**src/hw/sbit_pkg.sv**
```systemverilog
/*
 * Shared constants and types of the sixteen-bit interval timer: register
 * offsets, control field positions, reset values and prescale ratios.
 * Assumes a 32-bit APB slave and a single 100 MHz clock.
 */
package sbit_pkg;

    localparam int unsigned CNT_W       = 16;
    localparam int unsigned APB_AW      = 12;
    localparam int unsigned SYNC_STAGES = 2;

    // Byte addresses of the register words.
    localparam logic [11:0] OFF_CTRL   = 12'h000;
    localparam logic [11:0] OFF_COUNT  = 12'h004;
    localparam logic [11:0] OFF_PERIOD = 12'h008;
    localparam logic [11:0] OFF_STATUS = 12'h00C;

    // Control register field positions.
    localparam int unsigned BIT_RUN   = 15;
    localparam int unsigned BIT_IDLE  = 13;
    localparam int unsigned BIT_GATE  = 6;
    localparam int unsigned BIT_PS_HI = 5;
    localparam int unsigned BIT_PS_LO = 4;
    localparam int unsigned BIT_SYNC  = 2;
    localparam int unsigned BIT_CS    = 1;
    localparam int unsigned BIT_FLAG  = 0;

    localparam logic [15:0] CTRL_RESET   = 16'h0000;
    localparam logic [15:0] CTRL_MASK    = 16'hA076;
    localparam logic [15:0] COUNT_RESET  = 16'h0000;
    localparam logic [15:0] PERIOD_RESET = 16'hFFFF;

    // Prescale select codes and the ratios they give.
    localparam logic [1:0] PS_CODE_1   = 2'h0;
    localparam logic [1:0] PS_CODE_8   = 2'h1;
    localparam logic [1:0] PS_CODE_64  = 2'h2;
    localparam logic [1:0] PS_CODE_256 = 2'h3;
    localparam int unsigned PS_DIV_1   = 1;
    localparam int unsigned PS_DIV_8   = 8;
    localparam int unsigned PS_DIV_64  = 64;
    localparam int unsigned PS_DIV_256 = 256;

    typedef enum logic [1:0] {
        MODE_TIMER,
        MODE_GATED,
        MODE_SYNC_CNT,
        MODE_ASYNC_CNT
    } sbit_mode_t;

    typedef struct packed {
        logic       timer_run;
        logic       idle_halt;
        logic       gate_accumulate_enable;
        logic [1:0] prescale_select;
        logic       ext_clock_sync_select;
        logic       clock_source_select;
    } sbit_ctrl_t;

endpackage : sbit_pkg

```
**src/hw/sbit_prescaler.sv**
```systemverilog
/*
 * Count-clock prescaler: passes every first, eighth, 64th or 256th input
 * tick. Assumes ticks are one-cycle pulses in the CLK domain.
 */
`timescale 1ns/1ps
module sbit_prescaler #(
    parameter int unsigned MAX_DIV = sbit_pkg::PS_DIV_256
) (
    // Clock and control
    input  wire logic       clk,
    input  wire logic       rst_n,
    input  wire logic       ce,
    input  wire logic       clear,
    // Ticks
    input  wire logic       tick_in,
    input  wire logic [1:0] sel,
    output logic            tick_out,
    output logic            toggle_out
);
    localparam int unsigned PW = $clog2(MAX_DIV);

    initial begin
        if (MAX_DIV < sbit_pkg::PS_DIV_256) begin
            $error("sbit_prescaler: MAX_DIV must be at least 256");
        end
    end

    logic [PW-1:0] cnt_q;
    logic [PW-1:0] cnt_d;
    logic [PW-1:0] term;
    logic          wrap;

    assign term = (sel == sbit_pkg::PS_CODE_256) ? PW'(sbit_pkg::PS_DIV_256 - 1) :
                  (sel == sbit_pkg::PS_CODE_64)  ? PW'(sbit_pkg::PS_DIV_64 - 1)  :
                  (sel == sbit_pkg::PS_CODE_8)   ? PW'(sbit_pkg::PS_DIV_8 - 1)   :
                                                   PW'(sbit_pkg::PS_DIV_1 - 1);
    assign wrap  = tick_in && (cnt_q >= term);
    assign cnt_d = clear ? '0 : wrap ? '0 : tick_in ? cnt_q + 1'b1 : cnt_q;

    always_ff @(posedge clk) begin
        if (!rst_n) begin
            cnt_q      <= '0;
            tick_out   <= 1'b0;
            toggle_out <= 1'b0;
        end else if (ce) begin
            cnt_q      <= cnt_d;
            tick_out   <= wrap && !clear;
            toggle_out <= toggle_out ^ (wrap && !clear);
        end
    end

endmodule : sbit_prescaler

```
**src/hw/sbit_tick_sync.sv**
```systemverilog
/*
 * Carries a toggling prescaler output through a flip-flop chain and turns
 * each toggle into a one-cycle pulse. Assumes a single clock domain.
 */
`timescale 1ns/1ps
module sbit_tick_sync #(
    parameter int unsigned STAGES = sbit_pkg::SYNC_STAGES
) (
    // Clock and control
    input  wire logic clk,
    input  wire logic rst_n,
    input  wire logic ce,
    // Toggle in, pulse out
    input  wire logic toggle_in,
    output logic      pulse_out
);
    initial begin
        if (STAGES < 2) begin
            $error("sbit_tick_sync: STAGES must be at least 2");
        end
    end

    logic [STAGES:0] chain_q;

    // Only the last pair is compared; the first stage feeds the next alone.
    always_ff @(posedge clk) begin
        if (!rst_n) begin
            chain_q   <= '0;
            pulse_out <= 1'b0;
        end else if (ce) begin
            chain_q   <= {chain_q[STAGES-1:0], toggle_in};
            pulse_out <= chain_q[STAGES] ^ chain_q[STAGES-1];
        end
    end

endmodule : sbit_tick_sync

```
**src/hw/sbit_timer.sv**
```systemverilog
/*
 * Sixteen-bit interval timer with APB register access: control, count,
 * period and status words. Assumes APB signals and the external count pin
 * are synchronous to CLK, and that IDLE_MODE and SLEEP_MODE come from the
 * chip power manager as levels.
 */
// The implementer's own choices: the placing of the registers and the APB register port.
`timescale 1ns/1ps

// Behaviour
// - A 16-bit counter serves as real-time clock base or interval timer.
// - Four modes: timer, gated timer, synchronous and asynchronous counter.
// - Timer and gated timer modes count the internal instruction clock.
// - Both counter modes count the external count clock pin.
// - Source, gate and sync bits together pick one of the four modes.
// - Source select at bit 1, sync select bit 2, gate enable bit 6.
// - Synchronised external counting is synchronised after the prescaler.
// - Unsynchronised external counting keeps running without internal clock.
// - Idle-halt bit 13 stops the module during Idle when set.
// - Gate bit matters only with the internal source selected.
// - Prescale bits 5-4 divide the count clock by 1, 8, 64 or 256.
// - Sync bit chooses synchronised external clock; ignored with internal.
// - Source select one counts rising pin edges, zero the internal clock.
// - Control bits 14, 12-7, 3 and 0 always read as zero.
module sbit_timer #(
    parameter int unsigned CNT_WIDTH = sbit_pkg::CNT_W
) (
    // Clock, reset, enable
    input  wire logic        CLK,
    input  wire logic        RST_N,
    input  wire logic        CE,
    // APB slave
    input  wire logic        PSEL,
    input  wire logic        PENABLE,
    input  wire logic        PWRITE,
    input  wire logic [11:0] PADDR,
    input  wire logic [31:0] PWDATA,
    input  wire logic [3:0]  PSTRB,
    output logic      [31:0] PRDATA,
    output logic             PREADY,
    output logic             PSLVERR,
    // External count clock or gate
    input  wire logic        EXT_COUNT_CLOCK_PIN,
    // Power states
    input  wire logic        IDLE_MODE,
    input  wire logic        SLEEP_MODE,
    // Timer state
    output logic      [15:0] COUNT_VALUE,
    output logic             PERIOD_MATCH_FLAG
);
    initial begin
        if (CNT_WIDTH != sbit_pkg::CNT_W) begin
            $error("sbit_timer: CNT_WIDTH must be 16");
        end
    end

    // Register state.
    logic [15:0] ctrl_q;
    logic [15:0] ctrl_d;
    logic [15:0] count_q;
    logic [15:0] count_d;
    logic [15:0] period_q;
    logic [15:0] period_d;
    logic        flag_q;
    logic        flag_d;
    logic [31:0] rdata_q;
    logic [31:0] rdata_d;
    logic        pin_q;

    sbit_pkg::sbit_ctrl_t ctrl;
    sbit_pkg::sbit_mode_t mode;

    // Bus decode.
    wire         apb_setup   = PSEL && !PENABLE;
    wire         apb_access  = PSEL && PENABLE;
    wire         hit_ctrl    = (PADDR == sbit_pkg::OFF_CTRL);
    wire         hit_count   = (PADDR == sbit_pkg::OFF_COUNT);
    wire         hit_period  = (PADDR == sbit_pkg::OFF_PERIOD);
    wire         hit_status  = (PADDR == sbit_pkg::OFF_STATUS);
    wire         mapped      = hit_ctrl || hit_count || hit_period || hit_status;
    wire         wr          = apb_access && PWRITE && mapped;
    wire         wr_ctrl     = wr && hit_ctrl;
    wire         wr_count    = wr && hit_count;
    wire         wr_period   = wr && hit_period;
    wire         wr_status   = wr && hit_status;

    // Merges the written byte lanes into a 16-bit register.
    function automatic logic [15:0] merge16(input logic [15:0] old,
                                            input logic [31:0] wd,
                                            input logic [3:0]  strb);
        logic [15:0] res;
        res = old;
        if (strb[0]) begin
            res[7:0] = wd[7:0];
        end
        if (strb[1]) begin
            res[15:8] = wd[15:8];
        end
        return res;
    endfunction : merge16

    // Control fields.
    assign ctrl.timer_run              = ctrl_q[sbit_pkg::BIT_RUN];
    assign ctrl.idle_halt              = ctrl_q[sbit_pkg::BIT_IDLE];
    assign ctrl.gate_accumulate_enable = ctrl_q[sbit_pkg::BIT_GATE];
    assign ctrl.prescale_select        = ctrl_q[sbit_pkg::BIT_PS_HI:sbit_pkg::BIT_PS_LO];
    assign ctrl.ext_clock_sync_select  = ctrl_q[sbit_pkg::BIT_SYNC];
    assign ctrl.clock_source_select    = ctrl_q[sbit_pkg::BIT_CS];

    // Gate is ignored with the external source, sync with the internal one.
    assign mode = ctrl.clock_source_select ?
                  (ctrl.ext_clock_sync_select ? sbit_pkg::MODE_SYNC_CNT
                                              : sbit_pkg::MODE_ASYNC_CNT) :
                  (ctrl.gate_accumulate_enable ? sbit_pkg::MODE_GATED
                                               : sbit_pkg::MODE_TIMER);

    // Run gating. The internal clock stops in sleep, so every mode that
    // leans on it halts; only the unsynchronised counter keeps going.
    wire halt_idle  = ctrl.idle_halt && IDLE_MODE;
    wire halt_sleep = SLEEP_MODE && (mode != sbit_pkg::MODE_ASYNC_CNT);
    wire active     = ctrl.timer_run && !halt_idle && !halt_sleep;

    // Count clock source.
    wire pin_rise = EXT_COUNT_CLOCK_PIN && !pin_q;
    logic src_tick;

    always_comb begin
        src_tick = 1'b0;
        unique case (mode)
            sbit_pkg::MODE_TIMER:     src_tick = 1'b1;
            sbit_pkg::MODE_GATED:     src_tick = EXT_COUNT_CLOCK_PIN;
            sbit_pkg::MODE_SYNC_CNT:  src_tick = pin_rise;
            sbit_pkg::MODE_ASYNC_CNT: src_tick = pin_rise;
        endcase
    end

    wire ps_tick;
    wire ps_toggle;
    wire sync_tick;

    sbit_prescaler #(
        .MAX_DIV    (sbit_pkg::PS_DIV_256)
    ) u_prescaler (
        .clk        (CLK),
        .rst_n      (RST_N),
        .ce         (CE),
        .clear      (!ctrl.timer_run),
        .tick_in    (src_tick && active),
        .sel        (ctrl.prescale_select),
        .tick_out   (ps_tick),
        .toggle_out (ps_toggle)
    );

    // Synchronisation sits behind the prescaler, so it costs latency but
    // not count resolution at high pin rates.
    sbit_tick_sync #(
        .STAGES     (sbit_pkg::SYNC_STAGES)
    ) u_tick_sync (
        .clk        (CLK),
        .rst_n      (RST_N),
        .ce         (CE),
        .toggle_in  (ps_toggle),
        .pulse_out  (sync_tick)
    );

    wire count_tick = ctrl.timer_run &&
                      ((mode == sbit_pkg::MODE_SYNC_CNT) ? sync_tick : ps_tick);
    wire at_period  = (count_q == period_q);

    // Next-state of the registers.
    assign ctrl_d   = wr_ctrl ? (merge16(ctrl_q, PWDATA, PSTRB) & sbit_pkg::CTRL_MASK)
                              : ctrl_q;
    assign period_d = wr_period ? merge16(period_q, PWDATA, PSTRB) : period_q;

    // A software write to the count wins over a tick in the same cycle.
    assign count_d  = wr_count   ? merge16(count_q, PWDATA, PSTRB) :
                      count_tick ? (at_period ? sbit_pkg::COUNT_RESET
                                              : count_q + 16'h0001)
                                 : count_q;

    // Write one to clear; a match in the same cycle keeps the flag set.
    wire flag_set   = count_tick && at_period && !wr_count;
    wire flag_clr   = wr_status && PSTRB[0] && PWDATA[sbit_pkg::BIT_FLAG];
    assign flag_d   = flag_set || (flag_q && !flag_clr);

    // Read data is latched in the setup phase so PRDATA leaves a flop.
    always_comb begin
        rdata_d = 32'h0000_0000;
        if (apb_setup && !PWRITE) begin
            if (hit_ctrl) begin
                rdata_d = {16'h0000, ctrl_q & sbit_pkg::CTRL_MASK};
            end else if (hit_count) begin
                rdata_d = {16'h0000, count_q};
            end else if (hit_period) begin
                rdata_d = {16'h0000, period_q};
            end else if (hit_status) begin
                rdata_d = {31'h0000_0000, flag_q};
            end
        end
    end

    always_ff @(posedge CLK) begin
        if (!RST_N) begin
            ctrl_q   <= sbit_pkg::CTRL_RESET;
            count_q  <= sbit_pkg::COUNT_RESET;
            period_q <= sbit_pkg::PERIOD_RESET;
            flag_q   <= 1'b0;
            rdata_q  <= 32'h0000_0000;
            pin_q    <= 1'b0;
        end else if (CE) begin
            ctrl_q   <= ctrl_d;
            count_q  <= count_d;
            period_q <= period_d;
            flag_q   <= flag_d;
            rdata_q  <= rdata_d;
            pin_q    <= EXT_COUNT_CLOCK_PIN;
        end
    end

    // Zero wait states; while CE is low the bus still completes, but state
    // is frozen, so software should not access the block then.
    assign PREADY            = 1'b1;
    assign PSLVERR           = apb_access && !mapped;
    assign PRDATA            = rdata_q;
    assign COUNT_VALUE       = count_q;
    assign PERIOD_MATCH_FLAG = flag_q;

endmodule : sbit_timer

```
**config.mk**
```make
export PLATFORM = sky130hd
export DESIGN_NAME = sbit_timer
export DESIGN_NICKNAME = d
export VERILOG_FILES = /design/src/hw/sbit_pkg.sv /design/src/hw/sbit_prescaler.sv /design/src/hw/sbit_tick_sync.sv /design/src/hw/sbit_timer.sv
export SDC_FILE = /design/constraint.sdc
export NUM_CORES = 1
export LEC_CHECK = 0
export ABC_AREA = 1
export BUFFER_PORTS_ARGS = -buffer_cell sky130_fd_sc_hd__buf_2
export CELL_PAD_IN_SITES_DETAIL_PLACEMENT = 0
export CELL_PAD_IN_SITES_GLOBAL_PLACEMENT = 1
export CORE_ASPECT_RATIO = 2
export CORE_MARGIN = 2
export CORE_UTILIZATION = 38
export DETAILED_ROUTE_END_ITERATION = 16
export HOLD_SLACK_MARGIN = 0.12
export PLACE_DENSITY = 0.83
export SYNTH_ARGS = -nofsm -noshare
export SYNTH_HDL_FRONTEND = slang
export SYNTH_HIERARCHICAL = 1
export SYNTH_SLANG_ARGS = --single-unit
```
**constraint.sdc**
```tcl
create_clock -name CLK -period 2.11 [get_ports CLK]
set_clock_uncertainty 0.1 [all_clocks]
set_input_delay 0.3165 -clock CLK [delete_from_list [all_inputs] [get_ports CLK]]
set_output_delay 0.3165 -clock CLK [all_outputs]
set_load 0.01 [all_outputs]
```
==> impl_metrics.csv, run 1 <==
group,metric,value,unit
cts,cts.clk_slew.worst_paths,0.06,ns
power_and_ir_drop,pwr-share-seq,42.3,%
placement,pre_cts_slack,0.00928,ns
routing,firstDrtPassIters,5,
die,chipWidth,81.4,um
logic_synthesis,syn_avg_cell_area,6.44,sq um
sta,min_period,1.90,ns
power_and_ir_drop,intPower,2440,uW
die,dieArea,12900,sq um
finish,nets,854,
cts,cts_buffers,9,
routing,final_antenna_net_count,0,
logic_synthesis,synthAdderAreaFrac,2.20,%
sta,relSlewSlack,41.6,%
die,die_h,159,um
placement,place_congestion,0.892,
critical_path,critPathArrivalTime,2.05,ns
placement,port_buffers,72,
die,top_level_ports,108,
sta,tightestPinTransition,0.875,ns
logic_synthesis,synth_top_family_by_area,"simple AND/OR/NAND/NOR gates",
logic_synthesis,synth_area,4550,sq um
routing,drc,0,
power_and_ir_drop,p_sw,760,uW
logic_synthesis,muxShareOfSynthArea,0,%
worst_hold_path,hold_start,"EXT_COUNT_CLOCK_PIN",
power_and_ir_drop,p_sw_share,23.8,%
sta,setup_ws,0.207,ns
critical_path,reg2reg_from,"COUNT_VALUE[8]$_SDFFE_PN0P_",
critical_path,r2r_slack,0.21,ns
routing,wl_per_cell,14.8,um
logic_synthesis,yosysWarnings,6,
cts,ctsResizeCount,0,
sta,setup_viol,0,
logic_synthesis,ys_seq_area_share,31.2,%
global_route,first_global_vias,4622,
critical_path,worstSetupEndpointType,"flop",
cts,cts.path.max_buffers,2,
power_and_ir_drop,power_density,592,nW/um^2
finish,instances_no_fill,939,
logic_synthesis,synth_xor_area_share,1.15,%
critical_path,critPathMaxFanout,15,
global_route,grt_overflow,0,
global_route,grt_pass1_wl,22100,um
critical_path,path_cells,"inv_2, nand2_1, nand2_1, nor2_1, nand2_1, nor2_2, nand2_2, nand3b_1, nand3_1, nand2_1, inv_1",
power_and_ir_drop,vdd_drop_max,0.000433,V
global_route,grt_start_max_net_pins,27,
outcome,status,"complete, no violations",
cts,clock-sinks,71,
global_route,antenna_found_initial,0,
die,coreArea,11700,sq um
sta,fmax,0.526,GHz
cts,htree_levels,3,
finish,fin_area,5400,sq um
finish,n_antenna_cell,0,
power_and_ir_drop,p_leak,0.00264,uW
global_route,grt_use_total,22.0,%
critical_path,critical_path_class,"flop to flop",
critical_path,crit_path_start_kind,"flop",
flow_run,maxCapViolCount,0,
finish,drive_gt1_share,18.8,%
routing,drtIter0Drc,256,
logic_synthesis,synth_cells,707,
finish,area_growth,18.6,%
cts,clk_latency,0.34,ns
critical_path,cpMostUsedCell,"nand2_1",
routing,via_count,4824,
routing,vias_per_cell,5.14,
critical_path,cp.required,2.26,ns
sta,maxSlewViolCount,0,
cts,cts_tree,"done",
sta,min_period_over_period,90.2,%
sta,setup_tns,0,ns
cts,cts_root_buf,"clkbuf_16",
die,row_count,56,
logic_synthesis,synth_simple_gate_area_share,38.7,%
worst_hold_path,hold_class,"primary input to flop",
logic_synthesis,synth_seq_cells,71,
placement,dp_hpwl,11100,um
sta,hold_slack,0.135,ns
routing,drt_wl_total,13900,um
logic_synthesis,synth_cell_type_count,35,
sta,hold_viol_final,0,
placement,dp.cells,923,
placement,place_area,5080,sq um
cts,cts_hold_buf,0,
critical_path,crit_slowest_cell,"dfxtp_1",
critical_path,critical_path.startpoint,"COUNT_VALUE[8]$_SDFFE_PN0P_",
logic_synthesis,synth_compound_area_share,13.3,%
power_and_ir_drop,clkPwrFrac,52.2,%
sta,grt_setup_unrepaired,"false",
critical_path,max_stage_delay,0.54,ns
cts,post_cts_buffers,0,
die,start_util,38.9,%
power_and_ir_drop,comb_power_share,5.5,%
-- final cells by class --
class	instances	area [sq um]
Inverter	96	362
Fill cell	1225	6300
Clock buffer	9	225
Timing Repair Buffer	93	531
Multi-Input combinational cell	518	2580
Sequential cell	71	1420
Clock inverter	7	97.6
Tap cell	145	181
-- synth_stat cells, drive strengths merged --
cell type | count | share of area (%)
buf | 31 | 4.9
nand2 | 212 | 18
nor2 | 55 | 6.0
xor2 | 6 | 1.2
o21a | 1 | 0.16
dfxtp | 71 | 31
o22ai | 2 | 0.27
ha | 8 | 2.2
nand4 | 34 | 4.7
o211ai | 16 | 2.6
nor3 | 6 | 1.1
nand3 | 67 | 8.1
o21ai | 30 | 3.3
inv | 91 | 7.5
clkbuf | 6 | 0.49
o2111a | 1 | 0.25
clkinv | 5 | 0.44
a21oi | 60 | 6.7
nand3b | 3 | 0.49
conb | 2 | 0.16
-- layer usage --
metal	share of wire, %	routed length (um)	GRT usage (%)
met5	0	0	0
met4	3.5	489	10.6
met3	4.0	564	3.47
met2	55	7640	40.5
met1	38	5250	23.1
-- power by group through the flow --
stage | combinational, uW | sequential [uW] | clock [uW]
2_1_floorplan | 108 | 1380 | 0
3_3_place_gp | 171 | 1380 | 0
3_5_place_dp | 174 | 1380 | 0
4_1_cts | 174 | 1350 | 1690
5_1_grt | 192 | 1350 | 1740
6_report | 176 | 1350 | 1670
-- flip-flops by register name, summed over array words and instances, names as in the netlist --
signal,count
COUNT_VALUE,16
PRDATA,16
period_q,16
u_prescaler/cnt_q,8
ctrl_q,7
u_tick_sync/chain_q,3
PERIOD_MATCH_FLAG,1
pin_q,1
u_prescaler/tick_out,1
u_prescaler/toggle_out,1
u_tick_sync/pulse_out,1
-- logic make-up (layout without fill, tap and decap cells) --
family	after synthesis	after routing
AND/OR/NAND/NOR	377	377
XOR/XNOR	6	6
AO/OA/AOI/OAI	110	110
flip-flops	71	71
buffers and inverters	133	205
other	2	17
adder cells (fa/ha/maj)	8	8
-- cells in the final DEF (no fill, tap or decap) --
cell        instances
nand3_2             2
o21ai_0            27
nor3_4              1
clkinv_1            4
nand3_1            63
nor2_8              1
nand4_1            34
clkinvlp_4          2
a21oi_1            59
nand3b_1            3
o21a_1              1
clkinv_4            2
buf_2              72
nor2_4              5
nand2_4             1
bufinv_16           2
buf_12              1
buf_4              20
nor3_1              3
inv_2               8
clkinv_2            2
o2111a_1            1
ha_1                8
nand2_2            11
nand3_4             2
nor2_1             44
nor2_2              5
o211ai_1           16
a21oi_2             1
o22ai_1             2
inv_1              83
xor2_1              6
dfxtp_1            71
conb_1             17
nor3_2              2
nand2_1           200
o21ai_1             3
clkbuf_16           9
-- through the flow --
step / total power, uW / utilization (%)
after floorplan: 1490 / -
after global placement: 1550 / 43.4
after detailed placement: 1560 / 43.4
after CTS: 3220 / 46.2
after global routing: 3290 / 46.2
final: 3200 / 46.2
-- worst max-delay path: cells and delay by family (launching register included) --
| family | cells | cell delay [ns] |
|---|---|---|
| and+or+nand+nor | 9 | 1.02 |
| DFF | 1 | 0.54 |
| buffers and inverters | 2 | 0.15 |
-- worst paths after layout --
kind,cells past startpoint,endpoint
hold / removal,3,pin_q$_SDFFE_PN0P_
setup reg to reg,11,COUNT_VALUE[11]$_SDFFE_PN0P_
hold reg to reg,2,PRDATA[4]$_SDFFE_PN0P_
setup / recovery,11,COUNT_VALUE[11]$_SDFFE_PN0P_
Note: power is estimated with default switching activity, not from simulation.
==> run 2: changes to the inputs <==
--- a/config.mk
+++ b/config.mk
@@ -5,16 +5,16 @@
 export SDC_FILE = /design/constraint.sdc
 export NUM_CORES = 1
 export LEC_CHECK = 0
-export ABC_AREA = 1
 export BUFFER_PORTS_ARGS = -buffer_cell sky130_fd_sc_hd__buf_2
 export CELL_PAD_IN_SITES_DETAIL_PLACEMENT = 0
 export CELL_PAD_IN_SITES_GLOBAL_PLACEMENT = 1
 export CORE_ASPECT_RATIO = 2
 export CORE_MARGIN = 2
-export CORE_UTILIZATION = 38
+export CORE_UTILIZATION = 39
 export DETAILED_ROUTE_END_ITERATION = 16
 export HOLD_SLACK_MARGIN = 0.12
-export PLACE_DENSITY = 0.83
+export MAX_ROUTING_LAYER = met4
+export PLACE_DENSITY = 0.81
 export SYNTH_ARGS = -nofsm -noshare
 export SYNTH_HDL_FRONTEND = slang
 export SYNTH_HIERARCHICAL = 1
==> run 2 against run 1 <==
Against the previous run: the run now ends with setup timing left; fmax is 11% lower; combinational power rose by 17%; sequential cell count stayed put; critical endpoint is now PSLVERR; largest cell class unchanged.
==> impl_metrics.csv, run 2 <==
group,metric,value,unit
outcome,status,"finished, violations left",
outcome,violations,"setup timing",
cts,cts.path.max_buffers,2,
critical_path,critPathArrivalTime,1.71,ns
sta,hold_viol_final,0,
logic_synthesis,ys_seq_area_share,33.7,%
placement,dp.cells,743,
logic_synthesis,syn_avg_cell_area,8.48,sq um
cts,cts.clk_slew.worst_paths,0.05,ns
logic_synthesis,ys_top_cells_by_area,"dfxtp_1 (34%), mux2i_1 (6.4%), nand2_1 (5.9%)",
logic_synthesis,synth_cell_type_count,72,
power_and_ir_drop,pwr-share-seq,46.8,%
global_route,grt_start_max_net_pins,42,
critical_path,cpMostUsedCell,"buf_6",
die,die_h,151,um
finish,drive_gt1_share,33.7,%
finish,utilization,52.7,%
sta,fmax,0.469,GHz
power_and_ir_drop,clkPwrFrac,46.0,%
cts,htree_levels,3,
placement,dp_hpwl,10500,um
sta,relSlewSlack,56.7,%
placement,port_buffers,72,
power_and_ir_drop,vdd_drop_max,0.000449,V
die,row_count,53,
critical_path,cp_top_family,"simple AND/OR/NAND/NOR gates",
routing,firstDrtPassIters,4,
finish,fin_area,5550,sq um
die,dieArea,11700,sq um
finish,fill_cells,988,
cts,clk_latency,0.34,ns
power_and_ir_drop,comb_power_share,7.2,%
logic_synthesis,yosysWarnings,6,
global_route,grt_pass1_wl,20600,um
worst_hold_path,hold_class,"primary input to flop",
routing,drtIter0Drc,192,
logic_synthesis,synth_top_area_share,33.7,%
global_route,grt_use_total,23.6,%
placement,place_area,5050,sq um
placement,place_congestion,0.944,
flow_run,maxCapViolCount,0,
sta,maxSlewViolCount,0,
finish,n_antenna_cell,0,
sta,min_period,2.13,ns
critical_path,cp.required,1.69,ns
routing,drc,0,
critical_path,path_buf_inv,5,
critical_path,crit_path_start_kind,"primary input",
logic_synthesis,synth_top_area_cell,"dfxtp_1",
logic_synthesis,synth_cells,497,
critical_path,critical_path.startpoint,"PADDR[4]",
logic_synthesis,synth_edf_count,0,
power_and_ir_drop,intPower,2200,uW
logic_synthesis,synth_area,4220,sq um
critical_path,max_stage_delay,0.55,ns
cts,cts_buffers,9,
placement,pre_cts_slack,-0.316,ns
routing,drt_wl_total,13300,um
critical_path,crit_slowest_cell,"or4_4",
finish,layout_commonest_cell,"buf_2",
global_route,first_global_vias,4191,
power_and_ir_drop,p_sw,671,uW
finish,area_growth,31.7,%
die,top_level_ports,108,
die,chipWidth,77.5,um
critical_path,critPathMaxFanout,4,
sta,min_period_over_period,101,%
logic_synthesis,synthFlopType,"dfxtp_1",
finish,instances_no_fill,769,
logic_synthesis,yosysMostFrequentCell,"dfxtp_1",
cts,cts_tree,"done",
routing,via_count,4193,
power_and_ir_drop,p_sw_share,23.4,%
power_and_ir_drop,p_total,2870,uW
finish,final_cell_mix,"buf_2 (71), dfxtp_1 (65), nand2_1 (65)",
die,coreArea,10500,sq um
global_route,grt_overflow,0,
global_route,antenna_found_initial,0,
routing,vias_per_cell,5.45,
sta,grt_setup_unrepaired,"true",
critical_path,path_cells,"buf_6, or4_4, buf_6, nor4_4, buf_4, buf_6, nor2_2, buf_2",
power_and_ir_drop,power_density,517,nW/um^2
routing,final_antenna_net_count,0,
logic_synthesis,async_flop_share,0,%
logic_synthesis,ys_top_cells_by_count,"dfxtp_1 (71), nand2_1 (66), nor2_1 (34)",
sta,tightestPinTransition,0.645,ns
critical_path,worstSetupEndpointType,"output pin",
die,start_util,40.0,%
routing,wl_per_cell,17.3,um
sta,setup_ws,-0.0199,ns
worst_hold_path,hold_start,"PWDATA[11]",
critical_path,reg2reg_from,"period_q[7]$_SDFFE_PN1P_",
finish,nets,694,
power_and_ir_drop,p_leak,0.00238,uW
logic_synthesis,synth_seq_cells,71,
critical_path,critical_path_class,"primary input to output pin",
cts,cts_root_buf,"clkbuf_16",
sta,setup_viol,1,
cts,clock-sinks,71,
run 2: changes by cell type in the layout (fill, tap and decap cells not counted), moves of 12 or more:
cell / change
inv_1: -70
o21ai_0: -12
a21oi_1: -35
xnor2_1: +16
nand4_1: -29
nand3_1: -49
nor2_1: -15
mux2i_1: +26
a22oi_1: +15
o211ai_1: -15
buf_4: +40
nand2_1: -135
nor2b_1: +26
run 2: power by group through the flow:
stage                     combinational, uW  clock [uW]  sequential, uW
after floorplan                         116           0            1370
final                                   206        1320            1340
after detailed placement                185           0            1370
after global routing                    220        1410            1340
after global placement                  183           0            1370
after CTS                               196        1350            1340
run 2: logic make-up (layout without fill, tap and decap cells):
kind of cell / after synthesis / after routing / share of synthesized area [%]
other: 2 / 17 / 0.178
muxes: 28 / 28 / 6.68
and+or+nand+nor: 192 / 193 / 24.2
AOI/OAI and AO/OA: 123 / 123 / 21.1
DFF: 71 / 71 / 33.7
buffers and inverters: 55 / 174 / 8.04
xor gates and xnor gates: 18 / 18 / 3.74
adders and majority gates: 8 / 8 / 2.37
run 2: what timing repair did:
action,in CTS,in global routing
pin swaps,0,9
gates cloned,0,1
endpoints found under the setup margin,2,50
hold buffers,6,0
hold endpoints to repair,6,0
setup buffers,2,3
resized for setup,6,30
run 2: worst paths after layout:
| path | cells after the start | end | slack (ns) |
|---|---|---|---|
| setup / recovery | 8 | PSLVERR | -0.02 |
| hold / removal | 3 | period_q[11]$_SDFFE_PN1P_ | 0.13 |
| setup reg to reg | 7 | COUNT_VALUE[12]$_SDFFE_PN0P_ | 0.04 |
| hold reg to reg | 2 | PRDATA[15]$_SDFFE_PN0P_ | 0.36 |
run 2: worst min-delay path: stages:
cell and delay [ns]:
buf_2 0.10, mux2i_1 0.06, nand2_1 0.06
run 2: layout make-up:
| class | instances | area (sq um) | share of cell area, % |
|---|---|---|---|
| multi-input combinational | 387 | 2670 | 48.1 |
| sequential | 71 | 1430 | 25.7 |
| timing repair buffer | 146 | 985 | 17.7 |
| clock buffer | 12 | 236 | 4.26 |
| tap | 137 | 171 | 3.09 |
| inverter | 14 | 52.6 | 0.946 |
| clock inverter | 2 | 10.0 | 0.180 |
run 2: stage by stage:
step / setup TNS, ns / hold slack (ns)
3_3_place_gp: -10.96 / 0.351
3_5_place_dp: -12.91 / 0.352
2_1_floorplan: -3.55 / 0.334
4_1_cts: -0.0294 / 0.121
5_1_grt: -0.337 / 0.129
6_report: -0.0199 / 0.127
run 2: per-layer routing:
| layer | vias up | track usage, % | share of wire (%) |
|---|---|---|---|
| met3 | 65 | 3.69 | 3.4 |
| li1 | 2006 | - | - |
| met2 | 143 | 44.1 | 56 |
| met5 | - | - | 0 |
| met4 | 0 | 16.4 | 6.5 |
| met1 | 1979 | 21.4 | 34 |
==> run 3: changes to the inputs <==
--- a/config.mk
+++ b/config.mk
@@ -11,10 +11,12 @@
 export CORE_ASPECT_RATIO = 2
 export CORE_MARGIN = 2
 export CORE_UTILIZATION = 39
+export CTS_CLUSTER_DIAMETER = 100
 export DETAILED_ROUTE_END_ITERATION = 16
 export HOLD_SLACK_MARGIN = 0.12
 export MAX_ROUTING_LAYER = met4
 export PLACE_DENSITY = 0.81
+export REMOVE_ABC_BUFFERS = 1
 export SYNTH_ARGS = -nofsm -noshare
 export SYNTH_HDL_FRONTEND = slang
 export SYNTH_HIERARCHICAL = 1
==> run 3 against run 2 <==
Against the previous run: the run now ends clean; critical endpoint is now COUNT_VALUE[5]$_SDFFE_PN0P_; clock-buffer cell count unchanged; power increased by 6.8%; register-to-register slack got worse by 0.03 ns; sequential cell count unchanged; core utilization increased by 0.19 points; sequential power about the same; critical path depth decreased by 1; largest power group is now the clock network; combinational power decreased by 2%; via count decreased by 0.86%; clock power increased by 15%; worst hold slack about the same; non-clock buffer count decreased by 8.
==> impl_metrics.csv, run 3 (synthesis gave the netlist of run 2 again) <==
group,metric,value,unit
critical_path,worstSetupEndpointType,"flop",
finish,fill_cells,971,
critical_path,critical_path_class,"flop to flop",
outcome,status,"complete, no violations",
cts,cts_root_buf,"clkbuf_16",
sta,hold_viol_final,0,
die,coreArea,10500,sq um
placement,pre_cts_slack,-0.369,ns
die,die_h,151,um
global_route,antenna_found_initial,0,
flow_run,maxCapViolCount,0,
sta,hold_slack,0.127,ns
finish,drive_gt1_share,33.1,%
global_route,first_global_vias,4258,
cts,cts.clk_slew.worst_paths,0.05,ns
worst_hold_path,hold_end,"period_q[7]$_SDFFE_PN1P_",
critical_path,critPathArrivalTime,2.23,ns
routing,firstDrtPassIters,4,
sta,setup_viol,0,
routing,wl_per_cell,17.2,um
routing,vias_per_cell,5.45,
finish,multi_input_area,2690,sq um
cts,clock-sinks,71,
placement,place_congestion,0.943,
placement,dp.cells,738,
finish,final_cell_mix,"buf_2 (70), nand2_1 (65), dfxtp_1 (63)",
power_and_ir_drop,p_leak,0.00237,uW
die,chipWidth,77.5,um
power_and_ir_drop,vdd_drop_max,0.000429,V
finish,instances_no_fill,763,
critical_path,r2r_slack,0.01,ns
sta,setup_ws,0.0149,ns
critical_path,crit_path_start_kind,"flop",
worst_hold_path,hold_class,"primary input to flop",
critical_path,critPathMaxFanout,6,
cts,cts.path.max_buffers,2,
critical_path,reg2reg_from,"period_q[5]$_SDFFE_PN1P_",
power_and_ir_drop,power_density,551,nW/um^2
critical_path,cp_top_family,"simple AND/OR/NAND/NOR gates",
routing,final_antenna_net_count,0,
global_route,grt_overflow,0,
critical_path,reg2reg_to,"COUNT_VALUE[5]$_SDFFE_PN0P_",
critical_path,path_depth,7,
sta,fmax,0.477,GHz
sta,relSlewSlack,58.1,%
critical_path,max_stage_delay,0.40,ns
global_route,grt_start_max_net_pins,23,
sta,grt_setup_unrepaired,"true",
critical_path,r2r_cells,7,
cts,cts_tree,"done",
global_route,grt_pass1_wl,20400,um
die,row_count,53,
critical_path,path_cells,"xnor2_1, nand4_1, nor4_4, buf_4, or2_2, o21ai_0, a32o_1",
finish,n_antenna_cell,0,
sta,maxSlewViolCount,0,
die,top_level_ports,108,
routing,via_count,4157,
sta,setup_tns,0,ns
worst_hold_path,hold_start,"PWDATA[7]",
power_and_ir_drop,p_total,3070,uW
routing,drt_wl_total,13100,um
critical_path,path_buf_inv,1,
sta,min_period_over_period,99.3,%
finish,nets,686,
sta,min_period,2.10,ns
critical_path,crit_slowest_cell,"nor4_4",
global_route,grt_use_total,23.3,%
routing,drc,0,
placement,dp_hpwl,10200,um
cts,htree_levels,3,
cts,cts_buffers,9,
critical_path,cp.required,2.24,ns
finish,area_growth,32.2,%
die,start_util,40.0,%
routing,drtIter0Drc,164,
finish,layout_commonest_cell,"buf_2",
finish,seq_area,1430,sq um
placement,port_buffers,72,
cts,clk_latency,0.34,ns
sta,tightestPinTransition,0.624,ns
die,dieArea,11700,sq um
worst_hold_path,hold_path_depth,3,
## run 3: final cells by class
class / instances / area share, %
inverter: 14 / 0.943
sequential: 71 / 25.7
clock inverter: 4 / 0.808
tap: 137 / 3.08
multi-input combinational: 387 / 48.2
clock buffer: 12 / 4.42
timing repair buffer: 138 / 16.8
## run 3: metal layers
| layer | global-route usage (%) | routed length (um) |
|---|---|---|
| met5 | - | 0 |
| met3 | 3.46 | 483 |
| met1 | 21.6 | 4480 |
| met2 | 43.1 | 7370 |
| met4 | 16.1 | 758 |
## run 3: worst max-delay path by stage
stage	from	end
2_1_floorplan	PADDR[7]	COUNT_VALUE[5]$_SDFFE_PN0P_
3_3_place_gp	PADDR[7]	COUNT_VALUE[12]$_SDFFE_PN0P_
3_5_place_dp	PADDR[9]	COUNT_VALUE[11]$_SDFFE_PN0P_
4_1_cts	COUNT_VALUE[1]$_SDFFE_PN0P_	COUNT_VALUE[12]$_SDFFE_PN0P_
5_1_grt	PADDR[9]	COUNT_VALUE[10]$_SDFFE_PN0P_
6_report	period_q[5]$_SDFFE_PN1P_	COUNT_VALUE[5]$_SDFFE_PN0P_
## run 3: stage by stage
step	utilization, %	area (sq um)
finish	52.9	5570
global route	52.9	5570
CTS	50.9	5370
detailed placement	47.3	4990
global placement	47.3	4990
floorplan	-	3990
## run 3: worst reg2reg max path: stages (launching register included)
cell and delay, ns:
dfxtp_1 0.33, xnor2_1 0.19, nand4_1 0.24, nor4_4 0.40, buf_4 0.17, or2_2 0.18
o21ai_0 0.10, a32o_1 0.27
## run 3: power breakdown
part	internal [uW]	switching, uW	leakage [uW]	total (uW)
logic	76.2	124	0.00164	201
clock network	942	582	0.000146	1520
registers	1340	1.34	0.000577	1340
total	2360	708	0.00237	3070
## run 3: timing repair
item | 4_1_cts | 5_1_grt
resized for setup | 5 | 47
setup buffers | 0 | 1
hold buffers | 7 | 0
pin swaps | 0 | 11
cloned | 0 | 1
endpoints found under the hold margin | 7 | 0
setup endpoints to repair | 4 | 50
